**src/include/fpc_pkg.sv**
```systemverilog
package fpc_pkg;

  // ----------------------------------------------------------------
  // Register addresses and keys
  // ----------------------------------------------------------------
  localparam logic [15:0] OPCTL_ADDR   = 16'h0128;
  localparam logic [15:0] TIMCTL_ADDR  = 16'h012a;
  localparam logic [15:0] STATCTL_ADDR = 16'h012c;
  localparam logic [7:0]  KEY_WRITE    = 8'ha5;
  localparam logic [7:0]  KEY_READ     = 8'h96;

  // ----------------------------------------------------------------
  // Field positions
  // ----------------------------------------------------------------
  localparam int OPB_ERASE = 1;
  localparam int OPB_MASS  = 2;
  localparam int OPB_WREN  = 6;
  localparam int OPB_SEGWR = 7;
  localparam int STB_BUSY  = 0;
  localparam int STB_KEYF  = 1;
  localparam int STB_ACCV  = 2;
  localparam int STB_WAIT  = 3;
  localparam int STB_LOCK  = 4;
  localparam int STB_ABORT = 5;
  localparam int TIM_DIV_LSB = 0;
  localparam int TIM_SEL_LSB = 6;

  // ----------------------------------------------------------------
  // Reset values and write masks
  // ----------------------------------------------------------------
  localparam logic [7:0] OPCTL_RST  = 8'h00;
  localparam logic [7:0] TIMCTL_RST = 8'h00;
  localparam logic [7:0] OPCTL_MASK = 8'hc6;

  // ----------------------------------------------------------------
  // Flash map and segment sizes
  // ----------------------------------------------------------------
  localparam logic [15:0] MAIN_LO       = 16'hf000;
  localparam logic [15:0] INFO_LO       = 16'h1000;
  localparam logic [15:0] INFO_HI       = 16'h10ff;
  localparam logic [15:0] MAIN_SEG_MASK = 16'hfe00;
  localparam logic [15:0] INFO_SEG_MASK = 16'hff80;
  localparam logic [15:0] JMP_SELF      = 16'h3fff;

  // ----------------------------------------------------------------
  // Operation lengths in timing ticks
  // ----------------------------------------------------------------
  localparam logic [11:0] PROG_TICKS  = 12'h020;
  localparam logic [11:0] SEGPR_TICKS = 12'h014;
  localparam logic [11:0] ERASE_TICKS = 12'hfa0;
  localparam logic [11:0] MASS_TICKS  = 12'hfa0;

  localparam logic [1:0] SRC_ACLK = 2'h0;
  localparam logic [1:0] SRC_MCLK = 2'h1;

  typedef enum logic [1:0] {
    FS_IDLE    = 2'b00,
    FS_PROG    = 2'b01,
    FS_ERASE   = 2'b10,
    FS_SEGWAIT = 2'b11
  } fpc_state_t;

endpackage

```
**src/include/fpc_tgen_if.sv**
```systemverilog
interface fpc_tgen_if;
  logic [1:0] srcSel;
  logic [5:0] divider;
  logic       tgReset;
  logic       tick;
  modport ctrl (output srcSel, output divider, output tgReset, input tick);
  modport gen  (input srcSel, input divider, input tgReset, output tick);
endinterface

```
**src/design/fpc_flash_ctrl.sv**
```systemverilog
// Notes on behaviour
// - Main segments are 512 bytes, information segments 128 bytes.
// - Power-up clear resets every control bit.
// - Bad write key sets key-violation flag and requests power-up clear.
// - First control register reads 096h in its upper byte.
// - Erase bit plus dummy write erases that segment; bit self-clears.
// - Mass-erase bit plus main write erases main segments; bit self-clears.
// - Array write without write-enable is refused with access violation.
// - Only five bit combinations are accepted; others flag access violation.
// - Writing first register during an operation flags access violation.
// - Writing second register while busy flags access violation.
// - Timing clock divided by six-bit field plus one.
// - Clock select: 0 ACLK, 1 MCLK, 2 or 3 SMCLK.
// - Timing generator reset by power-up clear and emergency exit.
// - Busy sets at start, holds in segment wait, clears on completion.
// - Fetch during segment write flags violation; reads never do.
// - Software may set access violation, which also raises the NMI.
// - Wait flag shows segment write ready for more data.
// - Flash fetch during operation returns jump-to-self until it ends.
// - Lock refuses program and erase; any access violation the controller detects sets lock.
// - Emergency exit aborts, clears first register, always reads zero.
module fpc_flash_ctrl (
  input  wire logic        core_clk,
  input  wire logic        sys_rst,
  input  wire logic [15:0] busAddr,
  input  wire logic [15:0] busWrData,
  input  wire logic        busWrEn,
  input  wire logic        busRdEn,
  input  wire logic        busFetch,
  output logic      [15:0] busRdData,
  output logic             busRdValid,
  output logic             fetchSubst,
  input  wire logic        aclkPin,
  input  wire logic        mclkPin,
  input  wire logic        smclkPin,
  output logic             arrProgram,
  output logic             arrErase,
  output logic             arrEraseMain,
  output logic             arrEraseInfo,
  output logic      [15:0] arrAddr,
  output logic      [15:0] arrData,
  output logic             clearRequest,
  output logic             nmiRequest,
  output logic             accvFlag
);

  fpc_pkg::fpc_state_t state_reg;
  fpc_pkg::fpc_state_t state_next;
  logic [7:0]  opCtl_reg;
  logic [7:0]  timCtl_reg;
  logic        keyFlag_reg;
  logic        accv_reg;
  logic        lock_reg;
  logic        segMode_reg;
  logic [11:0] tickCnt_reg;
  logic [11:0] target_reg;
  logic        eraseMain_reg;
  logic        eraseInfo_reg;
  logic [15:0] arrAddr_reg;
  logic [15:0] arrData_reg;
  logic [15:0] rdData_reg;
  logic        rdValid_reg;
  logic        subst_reg;
  logic        clear_reg;
  logic        nmi_reg;

  fpc_tgen_if tgBus ();

  fpc_timing_gen u_tgen (
    .core_clk (core_clk),
    .sys_rst  (sys_rst),
    .aclkPin  (aclkPin),
    .mclkPin  (mclkPin),
    .smclkPin (smclkPin),
    .tg       (tgBus)
  );

  // ----------------------------------------------------------------
  // Address and key decode
  // ----------------------------------------------------------------
  wire        inMain    = busAddr >= fpc_pkg::MAIN_LO;
  wire        inInfo    = (busAddr >= fpc_pkg::INFO_LO) && (busAddr <= fpc_pkg::INFO_HI);
  wire        inFlash   = inMain || inInfo;
  wire        keyOk     = busWrData[15:8] == fpc_pkg::KEY_WRITE;
  wire        wrOpAny   = busWrEn && (busAddr == fpc_pkg::OPCTL_ADDR);
  wire        wrTimAny  = busWrEn && (busAddr == fpc_pkg::TIMCTL_ADDR);
  wire        wrStatAny = busWrEn && (busAddr == fpc_pkg::STATCTL_ADDR);
  wire        wrOp      = wrOpAny && keyOk;
  wire        wrTim     = wrTimAny && keyOk;
  wire        wrStat    = wrStatAny && keyOk;
  wire        keyBad    = (wrOpAny || wrTimAny || wrStatAny) && !keyOk;

  wire        busyBit   = state_reg != fpc_pkg::FS_IDLE;
  wire        active    = (state_reg == fpc_pkg::FS_PROG) || (state_reg == fpc_pkg::FS_ERASE);
  wire        idle      = state_reg == fpc_pkg::FS_IDLE;
  wire        waitBit   = state_reg == fpc_pkg::FS_SEGWAIT;
  wire        opDone    = active && tgBus.tick && (tickCnt_reg == target_reg - 12'h001);
  wire        abortReq  = wrStat && busWrData[fpc_pkg::STB_ABORT];

  // ----------------------------------------------------------------
  // Operation start decode
  // ----------------------------------------------------------------
  wire [3:0]  combo     = {opCtl_reg[fpc_pkg::OPB_SEGWR], opCtl_reg[fpc_pkg::OPB_WREN],
                           opCtl_reg[fpc_pkg::OPB_MASS], opCtl_reg[fpc_pkg::OPB_ERASE]};
  wire        flashWr   = busWrEn && inFlash;
  wire        okWr      = flashWr && !lock_reg;
  wire        startProg = okWr && idle && (combo == 4'b0100);
  wire        startSeg  = okWr && (idle || waitBit) && (combo == 4'b1100);
  wire        startSegE = okWr && idle && (combo == 4'b0001);
  wire        startMass = okWr && idle && inMain && (combo == 4'b0010);
  wire        startFull = okWr && idle && (combo == 4'b0011);
  wire        startEr   = startSegE || startMass || startFull;
  wire        startAny  = startProg || startSeg || startEr;

  // ----------------------------------------------------------------
  // Access violation sources
  // ----------------------------------------------------------------
  // Refused array write.
  wire        flashViol = flashWr && !startAny;
  wire        opViol    = wrOp && active;
  wire        timViol   = wrTim && busyBit;
  wire        fetchViol = busFetch && segMode_reg && busyBit;
  wire        accvSet   = flashViol || opViol || timViol || fetchViol;
  wire        swAccvSet = wrStat && busWrData[fpc_pkg::STB_ACCV] && !accv_reg;
  wire        fetchHold = busFetch && inFlash && busyBit;
  wire [15:0] segBase   = busAddr & (inMain ? fpc_pkg::MAIN_SEG_MASK : fpc_pkg::INFO_SEG_MASK);

  wire [7:0]  statLow   = {3'b000, lock_reg, waitBit, accv_reg, keyFlag_reg, busyBit};
  wire [15:0] rdMux     = (busAddr == fpc_pkg::OPCTL_ADDR)   ? {fpc_pkg::KEY_READ, opCtl_reg}  :
                          (busAddr == fpc_pkg::TIMCTL_ADDR)  ? {fpc_pkg::KEY_READ, timCtl_reg} :
                          (busAddr == fpc_pkg::STATCTL_ADDR) ? {fpc_pkg::KEY_READ, statLow}    : 16'h0000;

  // ----------------------------------------------------------------
  // Sequencer
  // ----------------------------------------------------------------
  always_comb begin
    state_next = state_reg;
    unique case (state_reg)
      fpc_pkg::FS_IDLE: begin
        if (startProg || startSeg) begin
          state_next = fpc_pkg::FS_PROG;
        end else if (startEr) begin
          state_next = fpc_pkg::FS_ERASE;
        end
      end
      fpc_pkg::FS_PROG: begin
        if (opDone) begin
          state_next = segMode_reg ? fpc_pkg::FS_SEGWAIT : fpc_pkg::FS_IDLE;
        end
      end
      fpc_pkg::FS_ERASE: begin
        if (opDone) begin
          state_next = fpc_pkg::FS_IDLE;
        end
      end
      fpc_pkg::FS_SEGWAIT: begin
        if (startSeg) begin
          state_next = fpc_pkg::FS_PROG;
        end else if (!opCtl_reg[fpc_pkg::OPB_SEGWR]) begin
          state_next = fpc_pkg::FS_IDLE;
        end
      end
    endcase
    if (abortReq) begin
      state_next = fpc_pkg::FS_IDLE;
    end
  end

  always_ff @(posedge core_clk or posedge sys_rst) begin
    if (sys_rst) begin
      state_reg   <= fpc_pkg::FS_IDLE;
      segMode_reg <= 1'b0;
      tickCnt_reg <= 12'h000;
      target_reg  <= fpc_pkg::PROG_TICKS;
    end else begin
      state_reg <= state_next;
      if (startAny) begin
        segMode_reg <= startSeg;
        tickCnt_reg <= 12'h000;
        target_reg  <= startSeg ? fpc_pkg::SEGPR_TICKS :
                       startProg ? fpc_pkg::PROG_TICKS :
                       startSegE ? fpc_pkg::ERASE_TICKS : fpc_pkg::MASS_TICKS;
      end else if (active && tgBus.tick) begin
        tickCnt_reg <= tickCnt_reg + 12'h001;
      end
      if (state_next == fpc_pkg::FS_IDLE) begin
        segMode_reg <= 1'b0;
      end
    end
  end

  // ----------------------------------------------------------------
  // Control registers
  // ----------------------------------------------------------------
  always_ff @(posedge core_clk or posedge sys_rst) begin
    if (sys_rst) begin
      opCtl_reg  <= fpc_pkg::OPCTL_RST;
      timCtl_reg <= fpc_pkg::TIMCTL_RST;
    end else begin
      if (abortReq) begin
        opCtl_reg <= fpc_pkg::OPCTL_RST;
      end else if (wrOp && !active) begin
        opCtl_reg <= busWrData[7:0] & fpc_pkg::OPCTL_MASK;
      end else if (opDone && (state_reg == fpc_pkg::FS_ERASE)) begin
        opCtl_reg[fpc_pkg::OPB_ERASE] <= 1'b0;
        opCtl_reg[fpc_pkg::OPB_MASS]  <= 1'b0;
      end
      if (wrTim && !busyBit) begin
        timCtl_reg <= busWrData[7:0];
      end
    end
  end

  // ----------------------------------------------------------------
  // Status flags
  // ----------------------------------------------------------------
  always_ff @(posedge core_clk or posedge sys_rst) begin
    if (sys_rst) begin
      keyFlag_reg <= 1'b0;
      accv_reg <= 1'b0;
      lock_reg <= 1'b0;
    end else begin
      keyFlag_reg <= keyBad || (wrStat ? busWrData[fpc_pkg::STB_KEYF] : keyFlag_reg);
      accv_reg <= accvSet || (wrStat ? busWrData[fpc_pkg::STB_ACCV] : accv_reg);
      lock_reg <= accvSet || (wrStat ? busWrData[fpc_pkg::STB_LOCK] : lock_reg);
    end
  end

  // ----------------------------------------------------------------
  // Array command, read data and requests
  // ----------------------------------------------------------------
  always_ff @(posedge core_clk or posedge sys_rst) begin
    if (sys_rst) begin
      eraseMain_reg <= 1'b0;
      eraseInfo_reg <= 1'b0;
      arrAddr_reg   <= 16'h0000;
      arrData_reg   <= 16'h0000;
      rdData_reg    <= 16'h0000;
      rdValid_reg   <= 1'b0;
      subst_reg     <= 1'b0;
      clear_reg     <= 1'b0;
      nmi_reg       <= 1'b0;
    end else begin
      if (startAny) begin
        eraseMain_reg <= startMass || startFull;
        eraseInfo_reg <= startFull;
        arrAddr_reg   <= startSegE ? segBase : busAddr;
        arrData_reg   <= busWrData;
      end else if (abortReq) begin
        eraseMain_reg <= 1'b0;
        eraseInfo_reg <= 1'b0;
      end
      rdValid_reg <= busRdEn || busFetch;
      subst_reg   <= fetchHold;
      if (fetchHold) begin
        rdData_reg <= fpc_pkg::JMP_SELF;
      end else if (busRdEn) begin
        rdData_reg <= rdMux;
      end
      clear_reg <= keyBad;
      nmi_reg <= swAccvSet;
    end
  end

  assign tgBus.srcSel  = timCtl_reg[fpc_pkg::TIM_SEL_LSB +: 2];
  assign tgBus.divider = timCtl_reg[fpc_pkg::TIM_DIV_LSB +: 6];
  // Emergency exit resets the timing generator.
  assign tgBus.tgReset = abortReq;

  assign busRdData    = rdData_reg;
  assign busRdValid   = rdValid_reg;
  assign fetchSubst   = subst_reg;
  assign arrProgram   = state_reg == fpc_pkg::FS_PROG;
  assign arrErase     = state_reg == fpc_pkg::FS_ERASE;
  assign arrEraseMain = eraseMain_reg;
  assign arrEraseInfo = eraseInfo_reg;
  assign arrAddr      = arrAddr_reg;
  assign arrData      = arrData_reg;
  assign clearRequest = clear_reg;
  assign nmiRequest   = nmi_reg;
  assign accvFlag     = accv_reg;
endmodule

```
**src/design/fpc_timing_gen.sv**
```systemverilog
module fpc_timing_gen (
  input  wire logic core_clk,
  input  wire logic sys_rst,
  input  wire logic aclkPin,
  input  wire logic mclkPin,
  input  wire logic smclkPin,
  fpc_tgen_if.gen   tg
);

  logic [2:0] pinIn;
  logic [2:0] syncA_reg;
  logic [2:0] syncB_reg;
  logic [2:0] prev_reg;
  logic [2:0] srcEdge;
  logic [5:0] divCnt_reg;
  logic       tick_reg;
  logic       selEdge;

  assign pinIn = {smclkPin, mclkPin, aclkPin};

  // ----------------------------------------------------------------
  // Source synchronisers and edge detect
  // ----------------------------------------------------------------
  genvar i;
  generate
    for (i = 0; i < 3; i++) begin : g_src
      always_ff @(posedge core_clk or posedge sys_rst) begin
        if (sys_rst) begin
          syncA_reg[i] <= 1'b0;
          syncB_reg[i] <= 1'b0;
          prev_reg[i]  <= 1'b0;
        end else begin
          syncA_reg[i] <= pinIn[i];
          syncB_reg[i] <= syncA_reg[i];
          prev_reg[i]  <= syncB_reg[i];
        end
      end
      assign srcEdge[i] = syncB_reg[i] & ~prev_reg[i];
    end
  endgenerate

  assign selEdge = (tg.srcSel == fpc_pkg::SRC_ACLK) ? srcEdge[0] :
                   (tg.srcSel == fpc_pkg::SRC_MCLK) ? srcEdge[1] : srcEdge[2];

  // ----------------------------------------------------------------
  // Divider
  // ----------------------------------------------------------------
  // Divide by field plus one.
  always_ff @(posedge core_clk or posedge sys_rst) begin
    if (sys_rst) begin
      divCnt_reg <= 6'h00;
      tick_reg   <= 1'b0;
    end else if (tg.tgReset) begin
      divCnt_reg <= 6'h00;
      tick_reg   <= 1'b0;
    end else begin
      tick_reg <= selEdge && (divCnt_reg == tg.divider);
      if (selEdge) begin
        divCnt_reg <= (divCnt_reg == tg.divider) ? 6'h00 : divCnt_reg + 6'h01;
      end
    end
  end

  assign tg.tick = tick_reg;
endmodule

```
**config.mk**
```make
export PLATFORM = sky130hd
export DESIGN_NAME = fpc_flash_ctrl
export DESIGN_NICKNAME = d
export VERILOG_FILES = /design/src/include/fpc_pkg.sv /design/src/include/fpc_tgen_if.sv /design/src/design/fpc_flash_ctrl.sv /design/src/design/fpc_timing_gen.sv
export SDC_FILE = /design/constraint.sdc
export NUM_CORES = 1
export LEC_CHECK = 0
export BUFFER_PORTS_ARGS = -buffer_cell sky130_fd_sc_hd__buf_4
export CAP_MARGIN = 30
export CORE_MARGIN = 5
export CORE_UTILIZATION = 55
export CTS_CLUSTER_SIZE = 20
export DETAILED_ROUTE_END_ITERATION = 7
export GPL_TIMING_DRIVEN = 1
export PLACE_DENSITY = 0.81
export SYNTH_ARGS = -nofsm -noshare
export SYNTH_HDL_FRONTEND = slang
export SYNTH_SLANG_ARGS = --single-unit
```
**constraint.sdc**
```tcl
create_clock -name core_clk -period 3 [get_ports core_clk]
set_input_delay 0 -clock core_clk [delete_from_list [all_inputs] [get_ports core_clk]]
set_output_delay 0 -clock core_clk [all_outputs]
set_load 0.01 [all_outputs]
```
==> results of run 1 <==
## synth_stat cells, drive strengths merged, types with 7 or more instances
| cell | count |
|---|---|
| a21o | 7 |
| a21oi | 12 |
| a22oi | 9 |
| buf | 19 |
| dfrtp | 97 |
| ha | 10 |
| inv | 22 |
| mux2 | 8 |
| nand2 | 105 |
| nand3 | 20 |
| nor2 | 37 |
| nor3 | 7 |
| o21ai | 24 |
| xnor2 | 8 |
| xor2 | 12 |
## kinds of logic (layout without fill, tap and decap cells)
logic type                 count (synthesis)  in the layout  share of synthesized area, %
other                                      1              1                        0.0796
muxes                                     13             13                          2.98
AOI/OAI and AO/OA                         80             80                          11.6
DFF                                       98             98                          52.1
xor gates and xnor gates                  20             20                          3.72
buffers and inverters                     47            176                          4.84
and+or+nand+nor                          215            215                          22.0
adders and majority gates                 10             10                          2.66
## power breakdown
group	switching [uW]	internal (uW)
registers	65.5	1380
clock network	498	314
logic	156	164
## timing repair
action / 4_1_cts / 5_1_grt
hold endpoints to repair: 126 / 0
hold buffers: 37 / 0
gates resized for setup: 0 / 0
## routing by layer
metal / global-route usage, % / vias to the layer above / wire, microns
li1: - / 1894 / -
met1: 31.7 / 1925 / 5060
met2: 38.1 / 135 / 5710
met3: 3.59 / 23 / 797
met4: 8.07 / 0 / 235
met5: 0 / - / 0
## cell type report
| class | count | area, sq um | area share [%] |
|---|---|---|---|
| clock inverter | 7 | 60.1 | 0.999 |
| timing repair buffer | 137 | 1120 | 18.7 |
| inverter | 23 | 88.8 | 1.48 |
| tap | 105 | 131 | 2.19 |
| sequential | 98 | 2450 | 40.8 |
| clock buffer | 9 | 124 | 2.06 |
| multi-input combinational | 339 | 2030 | 33.8 |
## tightest hold or removal path: stages
cell,delay [ps]
sky130_fd_sc_hd__buf_4,100
sky130_fd_sc_hd__and4_2,290
sky130_fd_sc_hd__o211ai_1,110
sky130_fd_sc_hd__nand2_1,70
## final timing paths
| check | cells after the start | endpoint | from | slack, ps |
|---|---|---|---|---|
| max | 8 | accvFlag | state_reg[0] | 500 |
| min reg2reg | 0 | u_tgen.syncB_reg[0] | u_tgen.syncA_reg[0] | 360 |
| max reg2reg | 8 | accvFlag | state_reg[0] | 500 |
| max in group asynchronous | 4 | busRdData[1] | sys_rst | 1910 |
| min | 4 | arrEraseMain | busAddr[15] | 230 |
| min in group asynchronous | 3 | tickCnt_reg[0] | sys_rst | 350 |
## per-stage QoR
| step | hold WS (ps) | cell area [sq um] |
|---|---|---|
| final | 233 | 6010 |
| after global routing | 255 | 6010 |
| after detailed placement | 111 | 5460 |
| after CTS | 205 | 6010 |
| after floorplan | 31.4 | 4710 |
| after global placement | 109 | 5460 |
==> impl_metrics.env, run 1 <==
export IMPL_outcome="finished, final reports clean"
export IMPL_crit_path_end_kind="flip-flop"
export IMPL_synth_ff_type="sky130_fd_sc_hd__dfrtp_1"
export IMPL_dpl_cell_count=665
export IMPL_finalSetupTns_ps=0
export IMPL_worst_path_max_fanout=13
export IMPL_gp_congestion=0.860
export IMPL_worst_path_max_delay_cell="sky130_fd_sc_hd__nand2b_1"
export IMPL_grt_antenna_before_repair=0
export IMPL_synth_area_leaders="sky130_fd_sc_hd__dfrtp_1 52%, sky130_fd_sc_hd__nand2_1 8.4%, sky130_fd_sc_hd__nor2_1 2.9%"
export IMPL_setup_slack_ps=496
export IMPL_layout_cells_most_common_list="105 x sky130_fd_sc_hd__nand2_1, 100 x sky130_fd_sc_hd__buf_4, 97 x sky130_fd_sc_hd__dfrtp_1"
export IMPL_skew_ps=12.7
export IMPL_timing_worst_slew_pin_value_ps=842
export IMPL_max_freq_mhz=399
export IMPL_layout_core_utilization_pct=72.4
export IMPL_postCtsSetupRepairBufs=0
export IMPL_globalRoute_totalOverflow=0
export IMPL_dr_pass1_iters=5
export IMPL_place_ws_ps=547
export IMPL_grt_max_degree=72
export IMPL_synth_area_leader_cell="sky130_fd_sc_hd__dfrtp_1"
export IMPL_buffer_depth_of_the_longest_clock_path=2
export IMPL_normalized_max_slew_margin_pct=43.9
export IMPL_fillCellCount=620
export IMPL_final_period_minus_worst_setup_slack_ps=2500
export IMPL_layoutNonFillerInstCount=718
export IMPL_cp_data_required_time_ps=3260
export IMPL_htreeDepth=3
export IMPL_clk_insertion_delay_late_ps=370
export IMPL_maxCapViolations=0
export IMPL_netlist_cell_type_count=65
export IMPL_ys_seq_area_share_pct=52.1
export IMPL_path_buf_inv=1
export IMPL_1st_iter_drt_viols=269
export IMPL_syn_to_final_growth_pct=27.6
export IMPL_leakagePower_uw=0.00312
export IMPL_first_pass_grt_wire_length_microns=19000
export IMPL_placeable_core_area_sq_um=8300
export IMPL_vias=3977
export IMPL_final_min_period_over_clock_period_pct=83.5
export IMPL_arrival_ps=2770
export IMPL_first_global_vias=3932
export IMPL_drc=0
export IMPL_ioPinCount=97
export IMPL_cts_buffers=9
export IMPL_cp_start_kind="flip-flop"
export IMPL_groute_usage_overall_pct=23.2
export IMPL_clock_tree_root_cell="sky130_fd_sc_hd__clkbuf_8"
export IMPL_power_total_uw=2580
export IMPL_syn_cell_area_sq_um=4710
export IMPL_critPathKind="reg2reg"
export IMPL_cellPowerDensity_nw_per_um2=429
export IMPL_worst_path_dominant_cell_family="simple AND/OR/NAND/NOR gates"
export IMPL_port_buffers=95
export IMPL_ant_nets=0
export IMPL_max_vdd_ir_drop_uv=337
export IMPL_synth_async_sr_flop_share_pct=100
export IMPL_synth_top_area_share_pct=51.5
export IMPL_synth_edff_count=0
export IMPL_dp_final_hpwl_microns=8340
export IMPL_setup_viol=0
export IMPL_worst_path_max_stage_delay_ps=490
export IMPL_wire_per_inst_microns=16.4
export IMPL_synth_cells=484
export IMPL_postSynthAreaPerCell_sq_um=9.73
export IMPL_sinks_on_clock_net=98
export IMPL_synth_nets=534
export IMPL_hold_path_class="in2reg"
export IMPL_row_count=33
export IMPL_cts_tree="yes"
export IMPL_timing_final_hold_violations=0
export IMPL_critical_path_cell_chain="inv_1, ha_1, nand2_1, nor4_1, nor3b_2, nand2b_1, o31ai_1, a211o_1"
export IMPL_post_drt_via_cell_ratio=5.54
export IMPL_drv_slew=0
export IMPL_layout_cells_most_common="sky130_fd_sc_hd__nand2_1"
export IMPL_post_route_cells_drive_above_1_share_pct=22.7
export IMPL_route_final_wire_length_microns=11800
export IMPL_setup_repair_after_global_routing_missed_its_margin="no"
export IMPL_die_w_microns=103
export IMPL_floorplan_initialDensity_pct=56.7
export IMPL_dieArea_sq_um=10500
export IMPL_antenna_cells_inserted=0
export IMPL_cts_reportedPaths_clkPinSlew_ps=100
export IMPL_floorplan_die_height_microns=103
export IMPL_synth_warning_count=0
export IMPL_layout_nets=658
export IMPL_ys_seq_elements=98
No activity file was read; power rests on OpenSTA's default activity.
==> run 2, diff against run 1 <==
- clock period: 3 -> 2.4 ns (I/O delays scaled with it)
==> run 2 against run 1 <==
Net effect: global-route usage is 1.4 points higher; combinational power rose by 25%; non-clock buffer count grew 11; critical path depth unchanged; clock power increased by 39%; sequential power up 25%; via count rose by 2.6%; register-to-register slack lost 380 ps; sequential share of layout area down 1.0 points; power up 30%; largest power group unchanged.
==> impl_metrics.env, run 2 (synthesized netlist as in run 1, its figures left out) <==
export IMPL_grt_antenna_before_repair=0
export IMPL_cp_start_kind="flip-flop"
export IMPL_ant_nets=0
export IMPL_die_w_microns=103
export IMPL_row_count=33
export IMPL_setup_repair_after_global_routing_missed_its_margin="no"
export IMPL_skew_ps=10.2
export IMPL_dpl_cell_count=676
export IMPL_postCtsSetupRepairBufs=0
export IMPL_rr_startpoint="target_reg[5]"
export IMPL_htreeDepth=3
export IMPL_post_drt_via_cell_ratio=5.60
export IMPL_worst_path_max_stage_delay_ps=550
export IMPL_post_route_cells_drive_above_1_share_pct=24.8
export IMPL_final_min_period_over_clock_period_pct=95.3
export IMPL_buffer_depth_of_the_longest_clock_path=2
export IMPL_fillCellCount=588
export IMPL_hold_path_cell_count=6
export IMPL_worst_path_dominant_cell_family="simple AND/OR/NAND/NOR gates"
export IMPL_arrival_ps=2530
export IMPL_cts_buffers=9
export IMPL_first_global_vias=4133
export IMPL_cp_data_required_time_ps=2640
export IMPL_grt_max_degree=42
export IMPL_route_final_wire_length_microns=12300
export IMPL_port_buffers=95
export IMPL_timing_final_hold_violations=0
export IMPL_path_buf_inv=1
export IMPL_syn_to_final_growth_pct=30.9
export IMPL_drc=0
export IMPL_sinks_on_clock_net=98
export IMPL_placeable_core_area_sq_um=8300
export IMPL_cts_reportedPaths_clkPinSlew_ps=100
export IMPL_share_clk_of_total_power_pct=34.0
export IMPL_first_pass_grt_wire_length_microns=20300
export IMPL_1st_iter_drt_viols=225
export IMPL_seqPwrFrac_pct=54.1
export IMPL_r2r_slack_ps=110
export IMPL_clk_insertion_delay_late_ps=370
export IMPL_hold_path_class="in2reg"
export IMPL_rr_worst_depth=8
export IMPL_outcome="finished, final reports clean"
export IMPL_vias=4080
export IMPL_dp_final_hpwl_microns=8850
export IMPL_layoutNonFillerInstCount=729
export IMPL_layout_cells_most_common="sky130_fd_sc_hd__buf_4"
export IMPL_layout_cells_most_common_list="109 x sky130_fd_sc_hd__buf_4, 105 x sky130_fd_sc_hd__nand2_1, 97 x sky130_fd_sc_hd__dfrtp_1"
export IMPL_regToRegEndpoint="segMode_reg"
export IMPL_worst_path_max_fanout=4
export IMPL_finalSetupTns_ps=0
export IMPL_worst_path_max_delay_cell="sky130_fd_sc_hd__dfstp_2"
export IMPL_timing_worst_slew_pin_value_ps=908
export IMPL_swShare_pct=27.0
export IMPL_final_period_minus_worst_setup_slack_ps=2290
export IMPL_max_vdd_ir_drop_uv=457
export IMPL_cell_internal_pwr_uw=2440
export IMPL_gp_congestion=0.854
export IMPL_layout_core_utilization_pct=74.3
export IMPL_power_combinational_fraction_pct=12.0
export IMPL_worstHoldEndpoint="busRdData[5]"
export IMPL_ioPinCount=97
export IMPL_normalized_max_slew_margin_pct=39.3
export IMPL_cts_tree="yes"
export IMPL_antenna_cells_inserted=0
export IMPL_p_switching_uw=902
export IMPL_cellPowerDensity_nw_per_um2=542
export IMPL_critical_path_cell_chain="inv_1, ha_1, nor2b_1, or4_1, a21oi_1, nand3_2, a311oi_2, o32ai_1"
export IMPL_critPathKind="reg2reg"
export IMPL_setup_viol=0
export IMPL_max_freq_mhz=437
export IMPL_clock_tree_root_cell="sky130_fd_sc_hd__clkbuf_8"
export IMPL_min_delay_start="busAddr[15]"
export IMPL_layout_nets=669
export IMPL_leakagePower_uw=0.00319
export IMPL_globalRoute_totalOverflow=0
export IMPL_crit_path_end_kind="flip-flop"
export IMPL_maxCapViolations=0
export IMPL_drv_slew=0
export IMPL_dieArea_sq_um=10500
export IMPL_floorplan_die_height_microns=103
export IMPL_floorplan_initialDensity_pct=56.7
export IMPL_wire_per_inst_microns=16.9
export IMPL_groute_usage_overall_pct=24.6
export IMPL_dr_pass1_iters=4
## run 2: cell count changes in the layout (fill, tap and decap cells not counted), sizes merged
cell | before | now
bufinv | 0 | 1
clkinv | 2 | 1
buf | 100 | 111
## run 2: cell type report
class                   instances  area, sq um  area share, %
clock buffers                   9          124           2.01
clock inverters                 7         82.6           1.34
inverters                      23         90.1           1.46
multi-input cells             339         2050           33.3
flip-flops and latches         98         2450           39.8
well taps                     105          131           2.13
repair buffers                148         1230           19.9
## run 2: how the worst max path moves through the flow
stage                   to  slack, ps  cells after the start     startpoint
2_1_floorplan  segMode_reg        300                      8  target_reg[5]
3_3_place_gp   segMode_reg        210                      8  target_reg[5]
3_5_place_dp   segMode_reg         40                      8  target_reg[5]
4_1_cts        segMode_reg         30                      8  target_reg[5]
5_1_grt        segMode_reg          4                     10  target_reg[4]
6_report       segMode_reg        110                      8  target_reg[5]
## run 2: metal layers
layer  track usage [%]  routed length [microns]  share of wire [%]  vias to the layer above
met4              9.38                      342                2.8                        0
met3              3.86                      742                6.0                       32
li1                  -                        -                  -                     1921
met2              41.5                     6040                 49                      138
met1              32.1                     5190                 42                     1989
met5                 0                        0                  0                        -
## run 2: power by group through the flow
stage          logic [uW]  registers, uW  clock network (uW)
3_3_place_gp          342           1840                   0
2_1_floorplan         218           1830                   0
5_1_grt               456           1820                1220
3_5_place_dp          350           1840                   0
4_1_cts               401           1810                1150
6_report              399           1810                1130
## run 2: stage by stage
step	hold WS, ps	cell area, sq um	total power [uW]	worst slack, ps
CTS	153	6140	3360	30.0
finish	151	6160	3340	113
global placement	110	5560	2180	211
detailed placement	110	5560	2190	44.6
global route	208	6160	3500	3.87
floorplan	31.4	4710	2040	305
## run 2: worst min-delay path, cell delays in order
cell and delay, ps:
sky130_fd_sc_hd__buf_4 100, sky130_fd_sc_hd__nor4_4 50, sky130_fd_sc_hd__nand4_2 80, sky130_fd_sc_hd__nor3_1 80, sky130_fd_sc_hd__nand3_1 90, sky130_fd_sc_hd__nand3_1 80
## run 2: timing repair
action | in CTS | in global routing
endpoints found under the setup margin | 0 | 11
hold buffers | 37 | 0
hold endpoints to repair | 94 | 0
resized for setup | 0 | 5
